==> src/hw/pid_sleep_pkg.sv <==
// package for the pid sleep / integral hold / monitor block
// assumes one 250 MHz clock; percentages are signed counts of 0.1 %
package pid_sleep_pkg;
    // =========================================================
    // timing
    localparam int CLK_PERIOD_NS = 4;
    localparam longint TICK_NS = 64'd100_000_000;  // sleep timer step, 0.1 s
    localparam int TICK_CYCLES = int'(TICK_NS / CLK_PERIOD_NS);
    // =========================================================
    // register byte offsets
    localparam logic [7:0] OFS_ACTION = 8'h00;
    localparam logic [7:0] OFS_DET_TIME = 8'h04;
    localparam logic [7:0] OFS_DET_LEVEL = 8'h08;
    localparam logic [7:0] OFS_REL_LEVEL = 8'h0C;
    localparam logic [7:0] OFS_FAULT_ACT = 8'h10;
    localparam logic [7:0] OFS_HOLD_SEL = 8'h14;
    localparam logic [7:0] OFS_NEG_SEL = 8'h18;
    localparam logic [7:0] OFS_CTRL = 8'h1C;
    localparam logic [7:0] OFS_MON_SEL = 8'h20;
    localparam logic [7:0] OFS_TERM_FUNC = 8'h24;
    localparam logic [7:0] OFS_STATUS = 8'h28;
    localparam logic [7:0] OFS_IRQ_STAT = 8'h2C;
    localparam logic [7:0] OFS_IRQ_MASK = 8'h30;
    // =========================================================
    // field positions
    localparam int CTRL_EN_ASSIGNED = 0;
    localparam int MON_PANEL_LSB = 0;
    localparam int MON_ANALOG_LSB = 8;
    localparam int MON_PULSE_LSB = 16;
    localparam int IRQ_SLEEP_IN = 0;
    localparam int IRQ_SLEEP_OUT = 1;
    localparam int IRQ_HOLD = 2;
    localparam int IRQ_W = 3;
    // =========================================================
    // reset values and codes
    localparam logic [15:0] DET_TIME_OFF = 16'h270F;     // 9999, sleep off
    localparam logic [15:0] RST_DET_TIME = DET_TIME_OFF;
    localparam logic [15:0] RST_ACTION = 16'h0000;
    localparam logic [7:0] FAULT_COAST_MAX = 8'h03;
    localparam logic [7:0] FAULT_DECEL_MIN = 8'h0A;
    localparam logic [7:0] FAULT_DECEL_MAX = 8'h0D;
    localparam logic [1:0] HOLD_LIMIT_PM = 2'h0;
    localparam logic [1:0] HOLD_NONE = 2'h1;
    localparam logic [1:0] HOLD_LIMIT_POS = 2'h2;
    localparam logic [7:0] TERM_POS = 8'h46;             // 70
    localparam logic [7:0] TERM_NEG = 8'hAA;             // 170
    localparam logic [7:0] MON_SET_POINT = 8'h34;        // 52
    localparam logic [7:0] MON_MEASURED = 8'h35;         // 53
    localparam logic [7:0] MON_MEASURED2 = 8'h43;        // 67
    localparam logic [7:0] MON_DEVIATION = 8'h36;        // 54
    localparam logic [7:0] MON_MANIP = 8'h5B;            // 91
    localparam logic signed [16:0] PCT_100 = 17'sh003E8;  // 100 %
    localparam logic signed [16:0] PCT_0 = 17'sh00000;
    localparam logic signed [16:0] PCT_1000 = 17'sh02710; // 1000 % offset
    localparam logic signed [16:0] PANEL_MIN = 17'sh02328; // 900 %
    localparam logic signed [16:0] PANEL_MAX = 17'sh02AF8; // 1100 %
    // =========================================================
    // types
    typedef enum logic [1:0] {S_RUN, S_DECEL, S_SLEEP} sleep_state_t;
    typedef struct packed {
        logic signed [15:0] set_point;
        logic signed [15:0] measured;
        logic signed [15:0] deviation;
        logic signed [15:0] manip;
    } pid_quant_t;
    typedef struct packed {
        logic signed [16:0] panel;
        logic signed [16:0] analog;
        logic signed [16:0] pulse;
        logic pulse_valid;
    } monitor_out_t;
endpackage

==> src/hw/pid_sleep_ctrl.sv <==
// sleep, integral hold, pid monitor and pid enable logic of a drive
// assumes the pid calculation feeds quantities synchronous to clk_i and
// software drives the avalon-mm slave port
//
// Notes on behaviour
// - suspend after low frequency lasts detection time
// - wake when deviation reaches release minus 1000%
// - sleep entry coasts or decelerates per fault action
// - action 0-3 coast, 10-13 decelerate
// - sleep only when detection time not 9999
// - asleep: sleep flag on, running off, pid on
// - sleep terminal code 70 positive, 170 negative
// - release during decel re-accelerates; level ignored
// - hold select 0,1,2 picks hold and range
// - select 1 holds at upper, +100%, -100%
// - hold at limits, +-100% or 0/100%
// - panel shows deviation/amount offset by 1000
// - pulse terminal gets no deviation or amount
// - codes 52,53,67,54,91 pick quantities
// - measured 2 ignores conditions; deviation mode zeros
// - analog deviation/amount span -100% to 100%
// - negatives off: analog output reads zero
// - pid on only if action nonzero and, when assigned, input
//
// The register offsets and the Avalon-MM register port were decided locally.
`timescale 1ns/10ps
module pid_sleep_ctrl
    import pid_sleep_pkg::*;
#(
    parameter int TICK_CYC = TICK_CYCLES
)(
    // clock and reset
    input wire logic clk_i,
    input wire logic rst_i,
    // avalon-mm slave
    input wire logic [7:0] avs_address_i,
    input wire logic avs_read_i,
    input wire logic avs_write_i,
    input wire logic [31:0] avs_writedata_i,
    output logic [31:0] avs_readdata_o,
    output logic avs_waitrequest_o,
    // pid calculation side
    input wire logic [15:0] pid_freq_i,
    input wire pid_quant_t quant_i,
    input wire logic freq_at_upper_i,
    input wire logic freq_at_lower_i,
    input wire logic deviation_input_mode_i,
    input wire logic pid_cond_ok_i,
    input wire logic run_request_i,
    input wire logic pid_enable_input_i,
    // output stage
    input wire logic decel_done_i,
    output logic coast_stop_o,
    output logic decel_stop_o,
    output logic integral_hold_o,
    output logic signed [16:0] manip_floor_o,
    // status terminals and monitors
    output logic motor_running_o,
    output logic pid_active_flag_o,
    output logic sleep_flag_o,
    output logic sleep_terminal_o,
    output monitor_out_t monitor_o,
    output logic irq_o
);
    // =========================================================
    // registers
    logic [15:0] pid_action_select_q;
    logic [15:0] sleep_detect_time_q;
    logic [15:0] sleep_detect_level_q;
    logic [15:0] sleep_release_level_q;
    logic [7:0] pid_fault_action_select_q;
    logic [1:0] integral_hold_select_q;
    logic negative_monitor_select_q;
    logic en_assigned_q;
    logic [23:0] mon_sel_q;
    logic [7:0] term_func_q;
    logic [IRQ_W-1:0] irq_stat_q;
    logic [IRQ_W-1:0] irq_mask_q;
    logic ack_q;
    logic [31:0] rdata_q;
    sleep_state_t state_q;
    sleep_state_t state_d;
    logic [31:0] tick_cnt_q;
    logic [15:0] det_cnt_q;
    logic [15:0] det_cnt_d;
    logic hold_prev_q;
    monitor_out_t mon_q;

    // =========================================================
    // bus decode: one wait state, access taken when ack_q is high
    wire req = avs_read_i | avs_write_i;
    wire take = req & ack_q;
    wire wr = avs_write_i & ack_q;
    wire rd_clr = avs_read_i & ack_q & (avs_address_i == OFS_IRQ_STAT);
    wire [31:0] status_word = {27'h0, integral_hold_o, pid_active_flag_o, sleep_flag_o, state_q};
    logic [31:0] rmux;
    always_comb
    begin
        if (avs_address_i == OFS_ACTION) rmux = {16'h0, pid_action_select_q};
        else if (avs_address_i == OFS_DET_TIME) rmux = {16'h0, sleep_detect_time_q};
        else if (avs_address_i == OFS_DET_LEVEL) rmux = {16'h0, sleep_detect_level_q};
        else if (avs_address_i == OFS_REL_LEVEL) rmux = {16'h0, sleep_release_level_q};
        else if (avs_address_i == OFS_FAULT_ACT) rmux = {24'h0, pid_fault_action_select_q};
        else if (avs_address_i == OFS_HOLD_SEL) rmux = {30'h0, integral_hold_select_q};
        else if (avs_address_i == OFS_NEG_SEL) rmux = {31'h0, negative_monitor_select_q};
        else if (avs_address_i == OFS_CTRL) rmux = {31'h0, en_assigned_q};
        else if (avs_address_i == OFS_MON_SEL) rmux = {8'h0, mon_sel_q};
        else if (avs_address_i == OFS_TERM_FUNC) rmux = {24'h0, term_func_q};
        else if (avs_address_i == OFS_STATUS) rmux = status_word;
        else if (avs_address_i == OFS_IRQ_STAT) rmux = {29'h0, irq_stat_q};
        else if (avs_address_i == OFS_IRQ_MASK) rmux = {29'h0, irq_mask_q};
        else rmux = 32'h0;
    end
    assign avs_waitrequest_o = req & ~ack_q;
    assign avs_readdata_o = rdata_q;

    always_ff @(posedge clk_i or posedge rst_i)
    begin
        if (rst_i)
        begin
            ack_q <= 1'b0;
            rdata_q <= 32'h0;
        end
        else
        begin
            ack_q <= req & ~ack_q;
            if (avs_read_i & ~ack_q)
                rdata_q <= rmux;
        end
    end

    always_ff @(posedge clk_i or posedge rst_i)
    begin
        if (rst_i)
        begin
            pid_action_select_q <= RST_ACTION;
            sleep_detect_time_q <= RST_DET_TIME;
            sleep_detect_level_q <= 16'h0000;
            sleep_release_level_q <= 16'h0000;
            pid_fault_action_select_q <= 8'h00;
            integral_hold_select_q <= HOLD_LIMIT_PM;
            negative_monitor_select_q <= 1'b0;
            en_assigned_q <= 1'b0;
            mon_sel_q <= 24'h0;
            term_func_q <= 8'h00;
            irq_mask_q <= 3'h0;
        end
        else if (wr)
        begin
            if (avs_address_i == OFS_ACTION) pid_action_select_q <= avs_writedata_i[15:0];
            if (avs_address_i == OFS_DET_TIME) sleep_detect_time_q <= avs_writedata_i[15:0];
            if (avs_address_i == OFS_DET_LEVEL) sleep_detect_level_q <= avs_writedata_i[15:0];
            if (avs_address_i == OFS_REL_LEVEL) sleep_release_level_q <= avs_writedata_i[15:0];
            if (avs_address_i == OFS_FAULT_ACT) pid_fault_action_select_q <= avs_writedata_i[7:0];
            if (avs_address_i == OFS_HOLD_SEL) integral_hold_select_q <= avs_writedata_i[1:0];
            if (avs_address_i == OFS_NEG_SEL) negative_monitor_select_q <= avs_writedata_i[0];
            if (avs_address_i == OFS_CTRL) en_assigned_q <= avs_writedata_i[CTRL_EN_ASSIGNED];
            if (avs_address_i == OFS_MON_SEL) mon_sel_q <= avs_writedata_i[23:0];
            if (avs_address_i == OFS_TERM_FUNC) term_func_q <= avs_writedata_i[7:0];
            if (avs_address_i == OFS_IRQ_MASK) irq_mask_q <= avs_writedata_i[IRQ_W-1:0];
        end
    end

    // =========================================================
    // pid enable and sleep conditions
    wire pid_en = (pid_action_select_q != 16'h0) & (~en_assigned_q | pid_enable_input_i);
    wire sleep_on = sleep_detect_time_q != DET_TIME_OFF;
    wire freq_low = pid_freq_i < sleep_detect_level_q;
    wire signed [16:0] release_lvl = $signed({1'b0, sleep_release_level_q}) - PCT_1000;
    // signed compare: release level may sit below zero
    wire released = 17'(quant_i.deviation) >= release_lvl;
    wire decel_sel = (pid_fault_action_select_q >= FAULT_DECEL_MIN)
        & (pid_fault_action_select_q <= FAULT_DECEL_MAX);
    wire det_done = det_cnt_q >= sleep_detect_time_q;
    wire tick = tick_cnt_q == 32'(TICK_CYC - 1);

    // tick divider for the detection timer
    always_ff @(posedge clk_i or posedge rst_i)
    begin
        if (rst_i)
            tick_cnt_q <= 32'h0;
        else
            tick_cnt_q <= tick ? 32'h0 : tick_cnt_q + 32'h1;
    end

    // =========================================================
    // sleep state machine
    always_comb
    begin
        state_d = state_q;
        det_cnt_d = det_cnt_q;
        case (state_q)
            S_RUN:
            begin
                if (!freq_low || !sleep_on || !pid_en)
                    det_cnt_d = 16'h0;
                else if (det_done)
                begin
                    det_cnt_d = 16'h0;
                    state_d = decel_sel ? S_DECEL : S_SLEEP;
                end
                else if (tick)
                    det_cnt_d = det_cnt_q + 16'h1;
            end
            S_DECEL:
            begin
                // detection level not looked at while ramping down
                if (!sleep_on || !pid_en || released)
                    state_d = S_RUN;
                else if (decel_done_i)
                    state_d = S_SLEEP;
            end
            S_SLEEP:
            begin
                if (!sleep_on || !pid_en || released)
                    state_d = S_RUN;
            end
            default:
                state_d = S_RUN;
        endcase
    end

    always_ff @(posedge clk_i or posedge rst_i)
    begin
        if (rst_i)
        begin
            state_q <= S_RUN;
            det_cnt_q <= 16'h0;
        end
        else
        begin
            state_q <= state_d;
            det_cnt_q <= det_cnt_d;
        end
    end

    wire asleep = state_q != S_RUN;
    // no stale sleep flag once pid is off
    assign sleep_flag_o = asleep & sleep_on & pid_en;
    assign motor_running_o = run_request_i & ~asleep;
    assign pid_active_flag_o = pid_en & (run_request_i | asleep);
    assign coast_stop_o = state_q == S_SLEEP;
    assign decel_stop_o = state_q == S_DECEL;
    assign sleep_terminal_o = (term_func_q == TERM_POS) ? sleep_flag_o
        : (term_func_q == TERM_NEG) ? ~sleep_flag_o : 1'b0;

    // =========================================================
    // integral hold
    wire signed [16:0] manip = 17'(quant_i.manip);
    wire at_pos = manip >= PCT_100;
    wire at_neg = manip <= -PCT_100;
    wire at_zero = manip <= PCT_0;
    wire lim = freq_at_upper_i | freq_at_lower_i;
    assign integral_hold_o = pid_en & (
        (integral_hold_select_q == HOLD_NONE) ? (freq_at_upper_i | at_pos | at_neg)
        : (integral_hold_select_q == HOLD_LIMIT_POS) ? (lim | at_pos | at_zero)
        : (lim | at_pos | at_neg));
    assign manip_floor_o = (integral_hold_select_q == HOLD_LIMIT_POS) ? PCT_0 : -PCT_100;

    // =========================================================
    // monitors
    function automatic logic signed [16:0] pick(input logic [7:0] code, input pid_quant_t q,
        input logic dev_mode, input logic cond_ok);
        logic signed [16:0] v;
        v = 17'sh0;
        if (code == MON_SET_POINT) v = dev_mode ? 17'sh0 : 17'(q.set_point);
        else if (code == MON_MEASURED) v = (dev_mode | ~cond_ok) ? 17'sh0 : 17'(q.measured);
        else if (code == MON_MEASURED2) v = dev_mode ? 17'sh0 : 17'(q.measured);
        else if (code == MON_DEVIATION) v = 17'(q.deviation);
        else if (code == MON_MANIP) v = 17'(q.manip);
        return v;
    endfunction

    wire [7:0] panel_code = mon_sel_q[MON_PANEL_LSB +: 8];
    wire [7:0] analog_code = mon_sel_q[MON_ANALOG_LSB +: 8];
    wire [7:0] pulse_code = mon_sel_q[MON_PULSE_LSB +: 8];
    wire panel_ofs = (panel_code == MON_DEVIATION) | (panel_code == MON_MANIP);
    wire analog_pm = (analog_code == MON_DEVIATION) | (analog_code == MON_MANIP);
    wire pulse_ok = (pulse_code == MON_SET_POINT) | (pulse_code == MON_MEASURED)
        | (pulse_code == MON_MEASURED2);
    wire signed [16:0] panel_raw = pick(panel_code, quant_i, deviation_input_mode_i, pid_cond_ok_i);
    wire signed [16:0] analog_raw = pick(analog_code, quant_i, deviation_input_mode_i, pid_cond_ok_i);
    wire signed [16:0] pulse_raw = pick(pulse_code, quant_i, deviation_input_mode_i, pid_cond_ok_i);
    wire signed [16:0] panel_sh = panel_raw + PCT_1000;
    wire signed [16:0] panel_v = !panel_ofs ? panel_raw : (panel_sh < PANEL_MIN) ? PANEL_MIN
        : (panel_sh > PANEL_MAX) ? PANEL_MAX : panel_sh;
    // clamp keeps the analog terminal inside its full-scale span for deviation and manip codes only
    wire signed [16:0] analog_cl = !analog_pm ? analog_raw : (analog_raw > PCT_100) ? PCT_100
        : (analog_raw < -PCT_100) ? -PCT_100 : analog_raw;
    wire signed [16:0] analog_v = (!negative_monitor_select_q && analog_cl < PCT_0) ? PCT_0 : analog_cl;

    always_ff @(posedge clk_i or posedge rst_i)
    begin
        if (rst_i)
            mon_q <= '0;
        else
        begin
            mon_q.panel <= panel_v;
            mon_q.analog <= analog_v;
            mon_q.pulse <= pulse_ok ? pulse_raw : 17'sh0;
            mon_q.pulse_valid <= pulse_ok;
        end
    end
    assign monitor_o = mon_q;

    // =========================================================
    // interrupts: set wins over read-clear
    wire [IRQ_W-1:0] ev;
    assign ev[IRQ_SLEEP_IN] = (state_q == S_RUN) & (state_d != S_RUN);
    assign ev[IRQ_SLEEP_OUT] = (state_q != S_RUN) & (state_d == S_RUN);
    assign ev[IRQ_HOLD] = integral_hold_o & ~hold_prev_q;
    always_ff @(posedge clk_i or posedge rst_i)
    begin
        if (rst_i)
        begin
            irq_stat_q <= 3'h0;
            hold_prev_q <= 1'b0;
        end
        else
        begin
            // read clears only bits it returned
            irq_stat_q <= (irq_stat_q & ~({IRQ_W{rd_clr}} & rdata_q[IRQ_W-1:0])) | ev;
            hold_prev_q <= integral_hold_o;
        end
    end
    assign irq_o = |(irq_stat_q & irq_mask_q);

    // =========================================================
    // assertions
    a_detect_elapsed: assert property (@(posedge clk_i) disable iff (rst_i)
        (state_q == S_RUN && state_d != S_RUN) |-> (det_done && freq_low))
        else $error("sleep entered before detection time");

    a_release_wakes: assert property (@(posedge clk_i) disable iff (rst_i)
        (state_q != S_RUN && released) |=> state_q == S_RUN)
        else $error("release level did not wake");

    a_entry_kind: assert property (@(posedge clk_i) disable iff (rst_i)
        (state_q == S_RUN && state_d != S_RUN) |=> (state_q == S_DECEL) == $past(decel_sel))
        else $error("wrong stop kind on sleep entry");

    a_off_no_sleep: assert property (@(posedge clk_i) disable iff (rst_i)
        !sleep_on |=> (state_q == S_RUN && !sleep_flag_o))
        else $error("sleep flag while function off");

    a_asleep_flags: assert property (@(posedge clk_i) disable iff (rst_i)
        sleep_flag_o |-> (!motor_running_o && pid_active_flag_o))
        else $error("flags wrong while asleep");

    a_term_neg: assert property (@(posedge clk_i) disable iff (rst_i)
        term_func_q == TERM_NEG |-> sleep_terminal_o != sleep_flag_o)
        else $error("negative sleep terminal wrong");

    a_hold_pass: assert property (@(posedge clk_i) disable iff (rst_i)
        (integral_hold_select_q == HOLD_NONE && !freq_at_upper_i && !at_pos && !at_neg) |-> !integral_hold_o)
        else $error("integral held with hold off");

    a_analog_neg: assert property (@(posedge clk_i) disable iff (rst_i)
        !negative_monitor_select_q ##1 !$past(negative_monitor_select_q) |-> monitor_o.analog >= PCT_0)
        else $error("negative analog output");

    a_pid_off: assert property (@(posedge clk_i) disable iff (rst_i)
        pid_action_select_q == 16'h0 |-> !pid_active_flag_o && !integral_hold_o)
        else $error("pid active with action zero");

    a_timer_reset: assert property (@(posedge clk_i) disable iff (rst_i)
        (state_q == S_RUN && !freq_low) |=> det_cnt_q == 16'h0)
        else $error("timer not restarted");

    c_coast: cover property (@(posedge clk_i) disable iff (rst_i) state_q == S_RUN ##1 state_q == S_SLEEP);
    c_decel_cancel: cover property (@(posedge clk_i) disable iff (rst_i) state_q == S_DECEL ##1 state_q == S_RUN);
    c_decel_done: cover property (@(posedge clk_i) disable iff (rst_i) state_q == S_DECEL ##1 state_q == S_SLEEP);
    c_sleep_wake: cover property (@(posedge clk_i) disable iff (rst_i) state_q == S_SLEEP ##1 state_q == S_RUN);
endmodule

==> config.mk <==
export PLATFORM = sky130hd
export DESIGN_NAME = pid_sleep_ctrl
export DESIGN_NICKNAME = d
export VERILOG_FILES = /design/src/hw/pid_sleep_pkg.sv /design/src/hw/pid_sleep_ctrl.sv
export SDC_FILE = /design/constraint.sdc
export NUM_CORES = 1
export LEC_CHECK = 0
export ABC_AREA = 1
export BUFFER_PORTS_ARGS = -buffer_cell sky130_fd_sc_hd__buf_4
export CAP_MARGIN = 5
export CELL_PAD_IN_SITES_DETAIL_PLACEMENT = 0
export CELL_PAD_IN_SITES_GLOBAL_PLACEMENT = 2
export CORE_MARGIN = 3
export CORE_UTILIZATION = 33
export DETAILED_ROUTE_END_ITERATION = 8
export PLACE_DENSITY = 0.9
export SLEW_MARGIN = 20
export SYNTH_ARGS = -nofsm -noshare
export SYNTH_HDL_FRONTEND = slang
export SYNTH_SLANG_ARGS = --single-unit
==> constraint.sdc <==
create_clock -name clk_i -period 10.5 [get_ports clk_i]
set_clock_uncertainty 0.1 [all_clocks]
set_input_delay 2.1 -clock clk_i [delete_from_list [all_inputs] [get_ports clk_i]]
set_output_delay 2.1 -clock clk_i [all_outputs]
set_load 0.05 [all_outputs]
### Word-level counts from Yosys, hierarchy flattened

Index checks and enable logic that the tools add are counted.

| operators by class | value |
|---|---|
| $add $sub $neg | 4 |
| $lt $le $gt $ge | 13 |
| equal/unequal tests | 35 |
| multiplexer cells | 55 |
| bitwise operators | 40 |
| reduce and logical (&&, ||, !) cells | 29 |

Operator list:

| operator | number |
|---|---|
| $mux W17 | 27 |
| $mux W24 | 9 |
| $eq A8 B6 Y1 const B | 14 |
| $eq A8 B7 Y1 const B | 7 |
| $mux W16 | 3 |
| $add A32 B1 Y32 const B | 1 |
| $eq A32 B25 Y1 const B | 1 |
| $eq A8 B5 Y1 const B | 4 |
| $mux W32 | 1 |
| $reduce_and A2 Y1 | 12 |
| $add A17 B15 Y17 const B | 1 |
| $ge A16 B17 Y1 | 1 |
| $gt A17 B11 Y1 const B | 1 |
| $gt A17 B15 Y1 const B | 1 |
| $lt A17 B1 Y1 const B | 1 |
| $lt A17 B11 Y1 const B | 1 |
| $lt A17 B15 Y1 const B | 1 |
| $sub A16 B14 Y17 const B | 1 |
| $add A16 B1 Y16 const B | 1 |
| $eq A8 B4 Y1 const B | 2 |
| $ge A16 B11 Y1 const B | 1 |
| $ge A16 B16 Y1 | 1 |
| $le A16 B1 Y1 const B | 1 |
| $le A16 B11 Y1 const B | 1 |
| 29 further kinds | 82 |

| word-level totals | value |
|---|---|
| register bits | 250 |
| bits of input ports | 131 |
| output and inout port bits | 110 |

### Depth between registers and ports, before layout

| logic depth | value |
|---|---|
| word-level depth | 17 |
| mapped depth | 29 |
| gate-level depth less buffers | 27 |

### Worst setup path after synthesis

OpenSTA, ideal clock, no wires.

| timing path | value |
|---|---|
| kind | input to output |
| start point | input pid_enable_input_i |
| end point | output sleep_terminal_o |
| arrival | 3794 ps |
| setup slack | 4506 ps |
| stages | 5 |
| path buffers | 0 |
| cell sequence | o21ai_0 > nor2_1 > nand2_1 > a31oi_1 > a211oi_1 |

| between the ends | value |
|---|---|
| longest elaborated chain between the ends | 6 |

Ends and longest elaborated chain:

| item | line | text |
|---|---|---|
| start: declaration | pid_sleep_ctrl.sv:50 | `input wire logic pid_enable_input_i,` |
| $or A1 B1 Y1 * | pid_sleep_ctrl.sv:166 | `wire pid_en = (pid_action_select_q != 16'h0) & (~en_assigned_q \| pid_enable_input_i);` |
| $and A1 B1 Y1 * | pid_sleep_ctrl.sv:166 |  |
| $and A1 B1 Y1 * | pid_sleep_ctrl.sv:239 | `assign sleep_flag_o = asleep & sleep_on & pid_en;` |
| $not A1 Y1 | pid_sleep_ctrl.sv:245 | `: (term_func_q == TERM_NEG) ? ~sleep_flag_o : 1'b0;` |
| $mux W1 | pid_sleep_ctrl.sv:245 |  |
| $mux W1 * | pid_sleep_ctrl.sv:244 | `assign sleep_terminal_o = (term_func_q == TERM_POS) ? sleep_flag_o` |
| end: declaration | pid_sleep_ctrl.sv:61 | `output logic sleep_terminal_o,` |

Every way passes the cells marked *; elsewhere a longest branch is shown, timed or not.

### Worst setup path after layout

Ends and elaborated chain as after synthesis.

==> impl_metrics.sql <==
INSERT INTO impl_metrics (metric_group, metric, value, unit) VALUES
('status', 'run_status', 'finished clean', ''),
('sta', 'finalSetupTns', '0', 'ns'),
('route', 'drc', '0', ''),
('logic_synthesis', 'synthDistinctLibCells', '55', ''),
('floorplan', 'core', '44500', 'um^2'),
('worst_setup_path', 'worst_ep_required_time', '8.30', 'ns'),
('placed_design', 'detailed_place_hpwl', '42100', 'um'),
('worst_setup_path', 'worst-r2r-cell-count', '23', ''),
('route', 'detailroute.via_count', '14735', ''),
('final_layout', 'sequential_cell_area', '6020', 'um^2'),
('sta', 'count_of_final_max_slew_check_failures', '0', ''),
('sta', 'timing_worst_slew_pin_value', '1.17', 'ns'),
('pwr', 'cellLeakagePower', '8.82', 'nW'),
('global_routing', 'first_global_vias', '14170', ''),
('logic_synthesis', 'synth_warnings', '0', ''),
('logic_synthesis', 'netlist_instances', '2052', ''),
('sta', 'timing.max_slew.rel_slack', '21.9', '%'),
('worst_hold_path', 'hold_path.class', 'register to register', ''),
('final_layout', 'layout.cells.most_common', 'nand2_1', ''),
('global_routing', 'globalRouteTotalUtil', '22.2', '%'),
('route', 'vias_per_inst', '5.15', ''),
('logic_synthesis', 'fraction_of_registers_with_async_set_reset', '100', '%'),
('global_routing', 'antenna_found_initial', '0', ''),
('clock_tree', 'tritoncts_num_sinks', '240', ''),
('floorplan', 'die_width', '219', 'um'),
('worst_setup_path', 'critPathMaxFanout', '4', ''),
('global_routing', 'grt_start_max_net_pins', '126', ''),
('logic_synthesis', 'synth_top_cell_by_area', 'dfrtp_1', ''),
('logic_synthesis', 'postSynthRegisterBits', '240', ''),
('logic_synthesis', 'ys_seq_area_share', '40.2', '%'),
('clock_tree', 'clock_tree.root_cell', 'clkbuf_16', ''),
('floorplan', 'starting_utilization_of_the_core_area', '33.6', '%'),
('logic_synthesis', 'yosys.area.top_type_share', '38.8', '%'),
('global_routing', 'global_route_congestion_overflow_total', '0', ''),
('pwr', 'fin_total_pwr', '2.33', 'mW'),
('worst_setup_path', 'worst_setup_end_kind', 'output pin', ''),
('placed_design', 'place_area', '17000', 'um^2'),
('final_layout', 'layout.cells.most_common_list', 'nand2_1 (462), inv_1 (312), dfrtp_1 (232)', ''),
('sta', 'final-setup-viol-count', '0', ''),
('logic_synthesis', 'netlist_top_cells_area', 'dfrtp_1 (39%), nand2_1 (12%), inv_1 (7.9%)', ''),
('final_layout', 'multiInputGateArea', '7360', 'um^2'),
('logic_synthesis', 'synth_area', '14900', 'um^2'),
('placed_design', 'dp_cells', '2808', ''),
('clock_tree', 'cts_hold_bufs', '0', ''),
('floorplan', 'pin_count', '241', ''),
('sta', 'rsz0062_at_grt', 'false', ''),
('sta', 'clock.fmax', '0.167', 'GHz'),
('worst_setup_path', 'worstPathArrival', '3.79', 'ns'),
('logic_synthesis', 'post_synth.cell_area_avg', '7.29', 'um^2'),
('clock_tree', 'postCtsSetupRepairBufs', '0', ''),
('worst_hold_path', 'hold_path_depth', '1', ''),
('clock_tree', 'numCtsBuffers', '28', ''),
('placed_design', 'buffer_ports.inserted', '216', ''),
('final_layout', 'final-instance-count-excl-fill', '2859', ''),
('route', 'drt_first_iter_violations', '1223', ''),
('final_layout', 'antenna_cells', '0', ''),
('route', 'antenna_violating_nets_post_route', '0', ''),
('route', 'detailedRoute.firstPassIterationCount', '5', ''),
('worst_setup_path', 'type_of_origin_of_the_critical_path', 'primary input', ''),
('worst_setup_path', 'criticalPathCategory', 'primary input to output pin', ''),
('floorplan', 'floorplan.die_area', '47900', 'um^2'),
('clock_tree', 'cts_tree', 'done', ''),
('pwr', 'power.ir.vdd_worst', '0.000123', 'V'),
('clock_tree', 'clock_tree.htree_level_count', '1', ''),
('clock_tree', 'path_clk_slew', '0.06', 'ns'),
('final_layout', 'nets_final', '2430', ''),
('clock_tree', 'cts_resized', '0', ''),
('floorplan', 'floorplan.die.height', '219', 'um'),
('final_layout', 'post_route_cells_drive_above_1_share', '14.8', '%'),
('final_layout', 'postLayoutCellArea', '18000', 'um^2'),
('clock_tree', 'cts.path.max_buffers', '3', '');
==> synth_stat cells, types with 3 or more instances <==
cell and n:
nor2_4 5, nand2_2 10, nor2_2 10, inv_1 313, a2111oi_0 5, nand3_2 4, nor2_1 191, dfstp_2 8
o21ai_0 224, o2111ai_1 9, o211ai_1 16, nor3b_1 4, clkbuf_1 37, ha_1 53, nor3_1 45, a31oi_1 4
nand3_1 89, buf_6 3, nor4_1 24, nand2_1 462, xor2_1 17, or2_2 3, nand4_1 34, o22ai_1 34
o221ai_1 12, a221oi_1 22, xnor2_1 11, dfrtp_1 232, a21oi_1 88, buf_4 27, clkinv_1 3, inv_2 5
a211oi_1 6, nand3b_1 3, buf_2 11
==> cells by family after synthesis <==
group / count (synthesis) / synth area share (%)
adder cells (fa/ha/maj): 53 / 4.44
other: 1 / 0.0251
AO/OA/AOI/OAI: 436 / 16.8
flip-flops: 240 / 40.2
XOR/XNOR: 28 / 1.64
multiplexers: 1 / 0.0753
buffers and inverters: 400 / 11.0
AND/OR/NAND/NOR: 893 / 25.8
==> layer usage <==
layer / wire (um) / track usage, % / up-vias
met5: 0 / 0 / -
met2: 24400 / 35.9 / 531
met4: 2070 / 7.50 / 0
met1: 23700 / 30.4 / 6965
met3: 3760 / 3.41 / 105
li1: - / - / 7134
==> final cells by class <==
class / instances / share of cell area, %
clock inverter: 14 / 1.07
multi-input combinational: 1427 / 40.8
timing repair buffer: 227 / 9.45
tap: 592 / 4.11
clock buffer: 37 / 4.46
sequential: 240 / 33.4
inverter: 322 / 6.76
==> path summary, 6_finish.rpt <==
kind | start | end | slack (ns)
max in group asynchronous | rst_i | monitor_o[24] | 7.25
setup / recovery | pid_enable_input_i | sleep_terminal_o | 4.51
hold reg to reg | tick_cnt_q[0] | tick_cnt_q[0] | 0.38
min in group asynchronous | rst_i | avs_readdata_o[6] | 1.55
hold / removal | tick_cnt_q[0] | tick_cnt_q[0] | 0.38
setup reg to reg | mon_sel_q[6] | monitor_o[44] | 6.07
==> state kept, by name, indices dropped and copies added (netlist names), 8 cells and up <==
register / cells
tick_cnt_q: 32
pid_fault_action_select_q: 8
det_cnt_q: 16
sleep_detect_level_q: 16
pid_action_select_q: 16
term_func_q: 8
sleep_detect_time_q: 16
monitor_o: 50
mon_sel_q: 24
avs_readdata_o: 24
sleep_release_level_q: 16
==> worst max-delay path: stages <==
cell and delay [ns]:
buf_4 0.11, o21ai_1 0.60, nor2_1 0.14, nand2_1 0.21, a31oi_1 0.06, a211oi_1 0.30, buf_4 0.27
==> power by group <==
| part | internal, mW | switching (mW) |
|---|---|---|
| clock network | 0.616 | 0.422 |
| logic | 0.0934 | 0.222 |
| registers | 0.952 | 0.0210 |
Note: power is estimated with default switching activity, not from simulation.
